[src/pkg/sar_pkg.sv]
// Constants, types and register map of the reliability attribute reporter.
// Assumes one 125 MHz clock and an AXI4-Lite master reaching the task file.
// Behaviour
// RULE1: Erase entry id E5h, flags 0002h
// RULE2: Erase entry byte 3 remaining life percent
// RULE3: Erase entry bytes 4-11 erase count
// RULE4: Erase value below threshold flags exceeded
// RULE5: Id CBh counts all ECC errors; a corrected and an uncorrectable pulse in one cycle count as one
// RULE6: Id CCh counts correctable ECC errors
// RULE7: Id E8h counts flash reads, eight bytes
// RULE8: Id C7h counts UDMA CRC errors
// RULE9: Advisory counters report value byte 100
// RULE10: Advisory counters never affect status result
// RULE11: Feature D1h returns one threshold sector
// RULE12: Sector starts version 0004h, 12-byte entries
// RULE13: Checksum sits in byte 511
// RULE14: Entries hold id, threshold, zero rest
// RULE15: Advisory entries report zero threshold
// RULE16: Exceeded status loads F4h and 2Ch
// RULE17: Healthy status loads 4Fh and C2h
// RULE18: Spare value below threshold flags exceeded
// RULE19: Spare entry id C4h, flags 0003h
// RULE20: Host loads feature and keys first
// RULE21: Sum of all 512 bytes zero
// RULE22: Wrong keys abort the command
package sar_pkg;
  // Bus register byte offsets
  localparam logic [7:0] SAR_OFS_FEATURE = 8'h00;
  localparam logic [7:0] SAR_OFS_SCOUNT = 8'h04;
  localparam logic [7:0] SAR_OFS_SNUM = 8'h08;
  localparam logic [7:0] SAR_OFS_CYL_LOW = 8'h0C;
  localparam logic [7:0] SAR_OFS_CYL_HIGH = 8'h10;
  localparam logic [7:0] SAR_OFS_DRV_HEAD = 8'h14;
  localparam logic [7:0] SAR_OFS_COMMAND = 8'h18;
  localparam logic [7:0] SAR_OFS_STATUS = 8'h1C;
  localparam logic [7:0] SAR_OFS_DATA = 8'h20;
  localparam logic [7:0] SAR_OFS_THR_SPARE = 8'h24;
  localparam logic [7:0] SAR_OFS_THR_ERASE = 8'h28;
  localparam logic [7:0] SAR_OFS_ERASE_STEP = 8'h2C;
  localparam logic [7:0] SAR_OFS_LIFE = 8'h30;
  // Status register bit positions
  localparam int SAR_ST_ABORT = 0;
  localparam int SAR_ST_DRQ = 1;
  localparam int SAR_ST_EXCEEDED = 2;
  // Reset values of software settings
  localparam logic [7:0] SAR_RST_THR_SPARE = 8'h0A;
  localparam logic [7:0] SAR_RST_THR_ERASE = 8'h0A;
  localparam logic [31:0] SAR_RST_ERASE_STEP = 32'h0000_03E8;
  // Command, feature and key codes
  localparam logic [7:0] SAR_CMD_SMART = 8'hB0;
  localparam logic [7:0] SAR_FEAT_READ_DATA = 8'hD0;
  localparam logic [7:0] SAR_FEAT_READ_THR = 8'hD1;
  localparam logic [7:0] SAR_FEAT_STATUS = 8'hDA;
  localparam logic [7:0] SAR_KEY_LOW = 8'h4F;
  localparam logic [7:0] SAR_KEY_HIGH = 8'hC2;
  localparam logic [7:0] SAR_FAIL_LOW = 8'hF4;
  localparam logic [7:0] SAR_FAIL_HIGH = 8'h2C;
  // Attribute identifiers
  localparam logic [7:0] SAR_ID_SPARE = 8'hC4;
  localparam logic [7:0] SAR_ID_ERASE = 8'hE5;
  localparam logic [7:0] SAR_ID_ECC = 8'hCB;
  localparam logic [7:0] SAR_ID_CORR = 8'hCC;
  localparam logic [7:0] SAR_ID_READS = 8'hE8;
  localparam logic [7:0] SAR_ID_CRC = 8'hC7;
  // Structure contents
  localparam logic [15:0] SAR_FLAG_PREFAIL = 16'h0003;
  localparam logic [15:0] SAR_FLAG_ADVISORY = 16'h0002;
  localparam logic [15:0] SAR_STRUCT_VER = 16'h0004;
  localparam logic [15:0] SAR_CAPABILITY = 16'h0003;
  localparam logic [15:0] SAR_LAYOUT_VER = 16'h0002;
  localparam logic [7:0] SAR_FIXED_VALUE = 8'h64;
  localparam logic [7:0] SAR_LIFE_FULL = 8'h64;
  // Sector geometry
  localparam logic [8:0] SAR_ENTRY_BASE = 9'd2;
  localparam logic [8:0] SAR_ENTRY_END = 9'd362;
  localparam logic [8:0] SAR_ENTRY_LEN = 9'd12;
  localparam logic [8:0] SAR_ENTRY_USED = 9'd6;
  localparam logic [8:0] SAR_OFS_CAP = 9'd368;
  localparam logic [8:0] SAR_OFS_LAYOUT = 9'd386;
  localparam logic [8:0] SAR_OFS_CHECKSUM = 9'd511;
  // AXI responses
  localparam logic [1:0] SAR_RESP_OKAY = 2'b00;
  localparam logic [1:0] SAR_RESP_SLVERR = 2'b10;

  // Event pulses from the flash engines
  typedef struct packed {
    logic block_erase;
    logic ecc_corrected;
    logic ecc_uncorrectable;
    logic flash_read;
    logic crc_error;
  } sar_events_s;

  // Spare block figures from the bad-block manager
  typedef struct packed {
    logic [7:0] pct;
    logic [63:0] counts;
  } sar_spare_s;

  // Sector being streamed
  typedef enum logic {SAR_SECT_DATA, SAR_SECT_THR} sar_sect_e;
endpackage

[src/verilog/sar_top.sv]
// Reliability attribute reporter: task file, counters and sector streamer.
// Assumes an AXI4-Lite master, event pulses one cycle wide, one clock.
//
// The AXI4-Lite register port and the placing of the registers were left to the implementer.
`timescale 1ns/1ns
`default_nettype none
module sar_top
  import sar_pkg::*;
#(
  parameter int CNT_W = 32
) (
  input wire logic aclk,
  input wire logic aresetn,
  input wire logic ce,
  input wire sar_events_s events,
  input wire sar_spare_s spare,
  input wire logic [7:0] s_axi_awaddr,
  input wire logic s_axi_awvalid,
  output logic s_axi_awready,
  input wire logic [31:0] s_axi_wdata,
  input wire logic [3:0] s_axi_wstrb,
  input wire logic s_axi_wvalid,
  output logic s_axi_wready,
  output logic [1:0] s_axi_bresp,
  output logic s_axi_bvalid,
  input wire logic s_axi_bready,
  input wire logic [7:0] s_axi_araddr,
  input wire logic s_axi_arvalid,
  output logic s_axi_arready,
  output logic [31:0] s_axi_rdata,
  output logic [1:0] s_axi_rresp,
  output logic s_axi_rvalid,
  input wire logic s_axi_rready,
  output logic threshold_exceeded
);
  // Task file registers
  logic [7:0] feature_select_reg;
  logic [7:0] sector_count_reg;
  logic [7:0] sector_number_reg;
  logic [7:0] cylinder_low_reg;
  logic [7:0] cylinder_high_reg;
  logic [7:0] drive_head_reg;
  // Software settings
  logic [7:0] thr_spare;
  logic [7:0] thr_erase;
  logic [31:0] erase_step;
  // Counters
  logic [63:0] erase_cnt;
  logic [63:0] read_cnt;
  logic [CNT_W-1:0] ecc_cnt;
  logic [CNT_W-1:0] corr_cnt;
  logic [CNT_W-1:0] crc_cnt;
  logic [31:0] step_cnt;
  logic [7:0] life_pct;
  // Command state
  logic abort_flag;
  logic drq;
  sar_sect_e sect;
  logic [8:0] byte_idx;
  logic [7:0] csum_acc;
  // Write channel holding
  logic aw_held;
  logic w_held;
  logic [7:0] aw_addr;
  logic [31:0] w_data;
  logic [3:0] w_strb;

  // Write takes effect once both halves are in and no response is pending
  wire wr_fire = aw_held && w_held && !s_axi_bvalid;
  wire rd_fire = s_axi_arvalid && s_axi_arready;
  wire lane0 = w_strb[0];
  wire [7:0] wbyte = w_data[7:0];
  wire wr_feature = wr_fire && lane0 && (aw_addr == SAR_OFS_FEATURE);
  wire wr_scount = wr_fire && lane0 && (aw_addr == SAR_OFS_SCOUNT);
  wire wr_snum = wr_fire && lane0 && (aw_addr == SAR_OFS_SNUM);
  wire wr_cyl_low = wr_fire && lane0 && (aw_addr == SAR_OFS_CYL_LOW);
  wire wr_cyl_high = wr_fire && lane0 && (aw_addr == SAR_OFS_CYL_HIGH);
  wire wr_drv_head = wr_fire && lane0 && (aw_addr == SAR_OFS_DRV_HEAD);
  wire wr_command = wr_fire && lane0 && (aw_addr == SAR_OFS_COMMAND);
  wire wr_thr_spare = wr_fire && lane0 && (aw_addr == SAR_OFS_THR_SPARE);
  wire wr_thr_erase = wr_fire && lane0 && (aw_addr == SAR_OFS_THR_ERASE);
  wire wr_step = wr_fire && (aw_addr == SAR_OFS_ERASE_STEP);
  wire wr_mapped = (aw_addr <= SAR_OFS_ERASE_STEP) && (aw_addr[1:0] == 2'b00)
    && (aw_addr != SAR_OFS_STATUS) && (aw_addr != SAR_OFS_DATA);

  // Command decode
  // RULE22: key check
  wire keys_ok = (cylinder_low_reg == SAR_KEY_LOW) && (cylinder_high_reg == SAR_KEY_HIGH);
  wire is_smart = wr_command && (wbyte == SAR_CMD_SMART);
  wire cmd_read_data = is_smart && keys_ok && (feature_select_reg == SAR_FEAT_READ_DATA);
  // RULE11: threshold read
  wire cmd_read_thr = is_smart && keys_ok && (feature_select_reg == SAR_FEAT_READ_THR);
  wire cmd_status = is_smart && keys_ok && (feature_select_reg == SAR_FEAT_STATUS);
  wire cmd_load = cmd_read_data || cmd_read_thr;
  wire cmd_abort = wr_command && !(cmd_load || cmd_status);

  // Health decision from the two pre-fail style attributes only
  // RULE4: erase threshold
  wire erase_low = life_pct < thr_erase;
  // RULE18: spare threshold
  wire spare_low = spare.pct < thr_spare;
  // RULE10: advisory excluded
  wire exceeded = erase_low || spare_low;

  // Data port read pops one sector byte
  wire rd_data = rd_fire && (s_axi_araddr == SAR_OFS_DATA) && drq;
  wire last_byte = byte_idx == SAR_OFS_CHECKSUM;

  // Attribute entry position of the current byte
  wire [8:0] rel = byte_idx - SAR_ENTRY_BASE;
  wire [8:0] ent = rel / SAR_ENTRY_LEN;
  wire [8:0] ent_pos = rel - 9'(ent * SAR_ENTRY_LEN);
  wire in_entries = (byte_idx >= SAR_ENTRY_BASE) && (byte_idx < SAR_ENTRY_END);
  wire [3:0] pos = ent_pos[3:0];
  wire [2:0] cnt_lane = 3'(pos - 4'd4);
  wire [63:0] ecc_wide = 64'(ecc_cnt);
  wire [63:0] corr_wide = 64'(corr_cnt);
  wire [63:0] crc_wide = 64'(crc_cnt);

  // Per-entry fields of the data and threshold sectors
  logic [7:0] e_id;
  logic [15:0] e_flags;
  logic [7:0] e_value;
  logic [63:0] e_counts;
  logic [7:0] e_thr;
  logic [7:0] sect_byte;

  // Entry table
  always_comb begin
    e_id = 8'h00;
    e_flags = 16'h0000;
    e_value = 8'h00;
    e_counts = 64'h0;
    e_thr = 8'h00;
    unique case (ent[2:0])
      3'd0: begin
        // RULE19: spare identity
        e_id = SAR_ID_SPARE;
        e_flags = SAR_FLAG_PREFAIL;
        e_value = spare.pct;
        e_counts = spare.counts;
        e_thr = thr_spare;
      end
      3'd1: begin
        // RULE1: erase identity
        e_id = SAR_ID_ERASE;
        e_flags = SAR_FLAG_ADVISORY;
        // RULE2: life percent
        e_value = life_pct;
        // RULE3: erase count
        e_counts = erase_cnt;
        // RULE14: real threshold
        e_thr = thr_erase;
      end
      3'd2: begin
        // RULE5: all ECC errors
        e_id = SAR_ID_ECC;
        e_flags = SAR_FLAG_ADVISORY;
        // RULE9: fixed value
        e_value = SAR_FIXED_VALUE;
        e_counts = ecc_wide & 64'h0000_0000_FFFF_FFFF;
      end
      3'd3: begin
        // RULE6: corrected errors
        e_id = SAR_ID_CORR;
        e_flags = SAR_FLAG_ADVISORY;
        e_value = SAR_FIXED_VALUE;
        e_counts = corr_wide & 64'h0000_0000_FFFF_FFFF;
      end
      3'd4: begin
        // RULE7: read count
        e_id = SAR_ID_READS;
        e_flags = SAR_FLAG_ADVISORY;
        e_value = SAR_FIXED_VALUE;
        e_counts = read_cnt;
      end
      3'd5: begin
        // RULE8: CRC errors
        e_id = SAR_ID_CRC;
        e_flags = SAR_FLAG_ADVISORY;
        e_value = SAR_FIXED_VALUE;
        e_counts = crc_wide & 64'h0000_0000_FFFF_FFFF;
      end
      // Unused entry slots stay zero
      default: ;
    endcase
  end

  // Byte generator for both sectors
  always_comb begin
    sect_byte = 8'h00;
    if (last_byte) begin
      // RULE13: checksum position
      // RULE21: zero byte sum
      sect_byte = 8'(8'h00 - csum_acc);
    end else if (byte_idx < SAR_ENTRY_BASE) begin
      // RULE12: structure version
      sect_byte = SAR_STRUCT_VER[{byte_idx[0], 3'b000} +: 8];
    end else if (in_entries && (ent < SAR_ENTRY_USED)) begin
      if (sect == SAR_SECT_THR) begin
        // RULE14: id then threshold
        // RULE15: advisory zero threshold
        if (pos == 4'd0) sect_byte = e_id;
        if (pos == 4'd1) sect_byte = e_thr;
      end else begin
        // Data entry: id, flags, value, counts
        unique case (pos)
          4'd0: sect_byte = e_id;
          4'd1: sect_byte = e_flags[7:0];
          4'd2: sect_byte = e_flags[15:8];
          4'd3: sect_byte = e_value;
          default: sect_byte = e_counts[{cnt_lane, 3'b000} +: 8];
        endcase
      end
    end else if (sect == SAR_SECT_DATA) begin
      // Capability and layout words of the data sector
      if (byte_idx == SAR_OFS_CAP) sect_byte = SAR_CAPABILITY[7:0];
      if (byte_idx == SAR_OFS_CAP + 9'd1) sect_byte = SAR_CAPABILITY[15:8];
      if (byte_idx == SAR_OFS_LAYOUT) sect_byte = SAR_LAYOUT_VER[7:0];
      if (byte_idx == SAR_OFS_LAYOUT + 9'd1) sect_byte = SAR_LAYOUT_VER[15:8];
    end
  end

  // Read data mux
  logic [31:0] rd_word;
  logic rd_ok;
  always_comb begin
    rd_word = 32'h0;
    rd_ok = 1'b1;
    unique case (s_axi_araddr)
      SAR_OFS_FEATURE: rd_word = 32'(feature_select_reg);
      SAR_OFS_SCOUNT: rd_word = 32'(sector_count_reg);
      SAR_OFS_SNUM: rd_word = 32'(sector_number_reg);
      SAR_OFS_CYL_LOW: rd_word = 32'(cylinder_low_reg);
      SAR_OFS_CYL_HIGH: rd_word = 32'(cylinder_high_reg);
      SAR_OFS_DRV_HEAD: rd_word = 32'(drive_head_reg);
      SAR_OFS_COMMAND: rd_word = 32'h0;
      SAR_OFS_STATUS: begin
        rd_word[SAR_ST_ABORT] = abort_flag;
        rd_word[SAR_ST_DRQ] = drq;
        rd_word[SAR_ST_EXCEEDED] = exceeded;
      end
      SAR_OFS_DATA: rd_word = drq ? 32'(sect_byte) : 32'h0;
      SAR_OFS_THR_SPARE: rd_word = 32'(thr_spare);
      SAR_OFS_THR_ERASE: rd_word = 32'(thr_erase);
      SAR_OFS_ERASE_STEP: rd_word = erase_step;
      SAR_OFS_LIFE: rd_word = 32'(life_pct);
      default: rd_ok = 1'b0;
    endcase
  end

  // Write address and data capture, either order
  always_ff @(posedge aclk) begin
    if (!aresetn) begin
      aw_held <= 1'b0;
      w_held <= 1'b0;
      aw_addr <= 8'h00;
      w_data <= 32'h0;
      w_strb <= 4'h0;
    end else if (ce) begin
      if (s_axi_awvalid && s_axi_awready) begin
        aw_held <= 1'b1;
        aw_addr <= s_axi_awaddr;
      end else if (wr_fire) begin
        aw_held <= 1'b0;
      end
      if (s_axi_wvalid && s_axi_wready) begin
        w_held <= 1'b1;
        w_data <= s_axi_wdata;
        w_strb <= s_axi_wstrb;
      end else if (wr_fire) begin
        w_held <= 1'b0;
      end
    end
  end

  // Bus handshakes and answers
  always_ff @(posedge aclk) begin
    if (!aresetn) begin
      s_axi_awready <= 1'b0;
      s_axi_wready <= 1'b0;
      s_axi_bvalid <= 1'b0;
      s_axi_bresp <= SAR_RESP_OKAY;
      s_axi_arready <= 1'b0;
      s_axi_rvalid <= 1'b0;
      s_axi_rdata <= 32'h0;
      s_axi_rresp <= SAR_RESP_OKAY;
    end else if (ce) begin
      s_axi_awready <= !aw_held && !s_axi_bvalid && !(s_axi_awvalid && s_axi_awready);
      s_axi_wready <= !w_held && !s_axi_bvalid && !(s_axi_wvalid && s_axi_wready);
      if (wr_fire) begin
        s_axi_bvalid <= 1'b1;
        s_axi_bresp <= wr_mapped ? SAR_RESP_OKAY : SAR_RESP_SLVERR;
      end else if (s_axi_bready) begin
        s_axi_bvalid <= 1'b0;
      end
      s_axi_arready <= !s_axi_rvalid && !rd_fire;
      if (rd_fire) begin
        s_axi_rvalid <= 1'b1;
        s_axi_rdata <= rd_word;
        s_axi_rresp <= rd_ok ? SAR_RESP_OKAY : SAR_RESP_SLVERR;
      end else if (s_axi_rready) begin
        s_axi_rvalid <= 1'b0;
      end
    end
  end

  // Task file writes and status results
  always_ff @(posedge aclk) begin
    if (!aresetn) begin
      feature_select_reg <= 8'h00;
      sector_count_reg <= 8'h00;
      sector_number_reg <= 8'h00;
      cylinder_low_reg <= 8'h00;
      cylinder_high_reg <= 8'h00;
      drive_head_reg <= 8'h00;
      thr_spare <= SAR_RST_THR_SPARE;
      thr_erase <= SAR_RST_THR_ERASE;
      erase_step <= SAR_RST_ERASE_STEP;
    end else if (ce) begin
      if (wr_feature) feature_select_reg <= wbyte;
      if (wr_scount) sector_count_reg <= wbyte;
      if (wr_snum) sector_number_reg <= wbyte;
      if (wr_drv_head) drive_head_reg <= wbyte;
      if (wr_thr_spare) thr_spare <= wbyte;
      if (wr_thr_erase) thr_erase <= wbyte;
      if (wr_step) erase_step <= w_data;
      if (cmd_status && exceeded) begin
        // RULE16: failing signature
        cylinder_low_reg <= SAR_FAIL_LOW;
        cylinder_high_reg <= SAR_FAIL_HIGH;
      end else if (cmd_status) begin
        // RULE17: healthy signature
        cylinder_low_reg <= SAR_KEY_LOW;
        cylinder_high_reg <= SAR_KEY_HIGH;
      end else begin
        if (wr_cyl_low) cylinder_low_reg <= wbyte;
        if (wr_cyl_high) cylinder_high_reg <= wbyte;
      end
    end
  end

  // Command execution and sector streaming
  always_ff @(posedge aclk) begin
    if (!aresetn) begin
      abort_flag <= 1'b0;
      drq <= 1'b0;
      sect <= SAR_SECT_DATA;
      byte_idx <= 9'd0;
      csum_acc <= 8'h00;
      threshold_exceeded <= 1'b0;
    end else if (ce) begin
      threshold_exceeded <= exceeded;
      if (wr_command) begin
        // RULE22: abort on bad keys
        abort_flag <= cmd_abort;
        drq <= cmd_load;
        sect <= cmd_read_thr ? SAR_SECT_THR : SAR_SECT_DATA;
        byte_idx <= 9'd0;
        csum_acc <= 8'h00;
      end else if (rd_data) begin
        // RULE11: one sector only
        drq <= !last_byte;
        byte_idx <= byte_idx + 9'd1;
        csum_acc <= csum_acc + sect_byte;
      end
    end
  end

  // Event counters; erase budget steps life down one percent
  always_ff @(posedge aclk) begin
    if (!aresetn) begin
      erase_cnt <= 64'h0;
      read_cnt <= 64'h0;
      ecc_cnt <= '0;
      corr_cnt <= '0;
      crc_cnt <= '0;
      step_cnt <= 32'h0;
      life_pct <= SAR_LIFE_FULL;
    end else if (ce) begin
      if (events.block_erase) begin
        erase_cnt <= erase_cnt + 64'h1;
        if (step_cnt + 32'h1 >= erase_step) begin
          step_cnt <= 32'h0;
          if (life_pct != 8'h00) life_pct <= life_pct - 8'h01;
        end else begin
          step_cnt <= step_cnt + 32'h1;
        end
      end
      if (events.flash_read) read_cnt <= read_cnt + 64'h1;
      // RULE5: either kind counts
      if (events.ecc_corrected || events.ecc_uncorrectable) ecc_cnt <= ecc_cnt + 1'b1;
      if (events.ecc_corrected) corr_cnt <= corr_cnt + 1'b1;
      if (events.crc_error) crc_cnt <= crc_cnt + 1'b1;
    end
  end
endmodule
`default_nettype wire

[config.mk]
export PLATFORM = sky130hd
export DESIGN_NAME = sar_top
export DESIGN_NICKNAME = d
export VERILOG_FILES = /design/src/pkg/sar_pkg.sv /design/src/verilog/sar_top.sv
export SDC_FILE = /design/constraint.sdc
export NUM_CORES = 1
export LEC_CHECK = 0
export BUFFER_PORTS_ARGS = -buffer_cell sky130_fd_sc_hd__buf_2
export CAP_MARGIN = 20
export CORE_UTILIZATION = 35
export DETAILED_ROUTE_END_ITERATION = 8
export GPL_TIMING_DRIVEN = 0
export SYNTH_ARGS = -nofsm -noshare
export SYNTH_HDL_FRONTEND = slang
export SYNTH_SLANG_ARGS = --single-unit
[constraint.sdc]
create_clock -name aclk -period 9.7 [get_ports aclk]
set_clock_uncertainty 0.1 [all_clocks]
set_input_delay 0.485 -clock aclk [delete_from_list [all_inputs] [get_ports aclk]]
set_output_delay 0.485 -clock aclk [all_outputs]
set_load 0.03 [all_outputs]
==> out/qor.txt <==
First-pass GRT wire length: 145,000 um
Clock sink count: 463
Slowest stage delay, CP: 0.49 ns
Register bit total from synthesis: 463
Area grow syn2layout: 15.7%
DRT iter0 DRCs: 2,447
TritonCTS clock tree: done
Worst setup EP type: register
DRC: 0
Ratio of cells with drive above 1 in the final layout: 10.3%
Crit path max fanout: 18
Fin nets: 3,666
Leakage power: 0.0115 uW
VDD IR max: 130 uV
Vias: 25,200
Initial antenna violation count: 3
Core area: 0.0744 sq mm
Cell count after synthesis: 3,200
GR Overflow Total: 0
Gr usage total: 24.3%
Clock tree buffer depth: 3
Slew Limit Fails: 0
Number of placed I/O pins: 179
Final Hold Fails: 0
Die Wd: 276 um
Antenna fix cells: 0
Slew Limit Headroom: 20.2%
WS Path Type: reg2reg
Hold depth: 3
Largest net degree at the start of global routing: 18
Final worst slack: 0.741 ns
Hold/Removal Path Class: in2reg
Yosys cell types: 93
Slew @ Worst Pin: 1.20 ns
Flop2flop setup slack: 0.74 ns
# rows: 100
Initial Util: 35.3%
Critical Path RT: 10.11 ns
DPL Wire Length: 72,200 um
Outcome: finished clean
Most frequent cells in the layout: nand2_1 (473), dfxtp_1 (463), buf_2 (192)
Core Util, Final: 40.9%
Wirelength per Cell: 21.4 um
Clock Root Buffer: clkbuf_16
Top FF cell, synth: dfxtp_1
Skew-Pair Late Insertion Delay: 0.62 ns
Routability congestion estimate: 0.998
Die Area: 0.0763 sq mm
Die span in y: 276 um
Post-Syn Area: 0.0263 sq mm
CTS H-Tree Depth: 2
Clock transition at path regs: 0.06 ns
Top flop regs: erase_cnt x64, read_cnt x64
Vias per Instance: 5.65
Tcrit/Tclk final: 92.4%
Postcts setup bufs: 0
Syn avg cell area: 8.22 sq um
Max Cap Violations: 0
Pre-Repair DR Iteration Count: 6
EDFF count, synth: 0
Commonest non-fill, non-tap cell in the layout: nand2_1
PD cells: 139 mW/mm^2
Asr flop ratio synth: 0%
CP arrival: 9.36 ns
I/O Buffers: 171
Most used cell, CP: a21o_1
Crit path max-delay cell type: clkinvlp_4
Number of global-route vias before repair: 23,800
Final ANT Viol Nets: 0
R2R depth: 32
FMAX: 0.112 GHz
Minimum clock period: 8.96 ns
# setup viols final: 0
Pre-CTS WS: -0.984 ns
Final WL: 95,300 um
CTS Buf Count: 55
Yosys Warn Count: 0
CP startpoint kind: register
Seq/Total Area, Yosys: 35.2%
Unrepaired setup endpoints after global routing: false
report_power, final:
group	leakage (uW)	total (uW)	internal, uW	switching [uW]
clock network	0.000904	2120	1250	872
registers	0.00373	1920	1910	9.02
logic	0.00683	182	67.1	115
total	0.0115	4220	3230	996
path summary, 6_finish.rpt:
check                                startpoint           to
worst max-delay path                byte_idx[1]  csum_acc[7]
worst min-delay path            s_axi_awaddr[7]   aw_addr[7]
worst min register to register       w_data[28]   w_data[28]
worst max register to register      byte_idx[1]  csum_acc[7]
synth_stat cells (all sizes together), types with 17 or more instances:
| master | count | area share [%] |
|---|---|---|
| a211oi | 21 | 0.71 |
| mux2i | 33 | 1.3 |
| dfxtp | 463 | 35 |
| nor3 | 64 | 1.2 |
| a22o | 18 | 0.60 |
| and3 | 77 | 1.8 |
| inv | 83 | 1.2 |
| or3 | 49 | 1.2 |
| a222oi | 17 | 0.65 |
| a31oi | 21 | 0.50 |
| nand2 | 475 | 6.8 |
| clkbuf | 163 | 2.3 |
| xor2 | 71 | 2.4 |
| nand3 | 145 | 2.8 |
| nor2b | 78 | 1.9 |
| buf | 30 | 0.62 |
| a21boi | 151 | 4.3 |
| xnor2 | 167 | 5.6 |
| and4 | 24 | 0.80 |
| a22oi | 84 | 2.4 |
| nor2 | 144 | 2.1 |
| a221oi | 69 | 2.3 |
| ha | 78 | 3.7 |
| mux2 | 37 | 1.6 |
| nand4 | 57 | 1.4 |
| and2 | 177 | 4.2 |
| o21ai | 94 | 1.8 |
| a21oi | 67 | 1.3 |
| a21o | 37 | 1.1 |
cells by family (layout without fill, tap and decap cells):
group,Yosys count,after routing,synth area share (%)
adder cells (fa/ha/maj),79,79,3.79
multiplexers,72,72,3.01
AND/OR/NAND/NOR,1368,1368,26.2
AO/OA/AOI/OAI,701,701,19.7
flip-flops,463,463,35.2
other,1,2,0.0143
buffers and inverters,278,568,4.17
XOR/XNOR,238,238,7.92
worst max-delay path, delay by kind of cell, from the launching register on:
kind            cells  cell delay [ns]
flops               1             0.38
compound gates     15             3.90
mux                 2             0.28
fa+ha+maj           3             1.02
simple gates        5             0.92
buf+inv             7             2.22
metal layers:
layer | share of wire [%] | vias to the layer above | GRT usage [%]
li1 | - | 11900 | -
met1 | 43 | 12000 | 32.8
met2 | 44 | 1068 | 39.0
met3 | 7.9 | 238 | 3.68
met4 | 4.3 | 0 | 9.58
met5 | 0 | - | 0
through the flow:
stage / hold slack, ns / power, uW / TNS [ns] / area (sq um) / cells
finish: 0.0160 / 4220 / 0 / 30500 / 4460
global route: 0.0130 / 4340 / 0 / 30500 / 4460
CTS: 0.00130 / 4250 / 0 / 30400 / 4460
detailed placement: 0.357 / 2140 / -2.37 / 28400 / 4344
global placement: 0.350 / 2140 / -2.60 / 28400 / 4341
floorplan: 0.341 / 2040 / 0 / 26300 / 3201
cell type report:
type | instances | area [sq um]
well taps | 969 | 1210
flip-flops and latches | 463 | 9270
clock buffers | 77 | 1550
plain buffers | 189 | 767
fillers | 7592 | 44000
inverters | 85 | 325
repair buffers | 195 | 1080
multi-input cells | 2460 | 16000
repair inverters | 1 | 5.00
clock inverters | 21 | 279
timing repair:
item | 4_1_cts | 5_1_grt
cloned | 0 | 1
hold buffers | 20 | 0
resized for setup | 6 | 7
endpoints found under the setup margin | 7 | 3
endpoints found under the hold margin | 20 | 0
(Power assumes the default switching activity.)
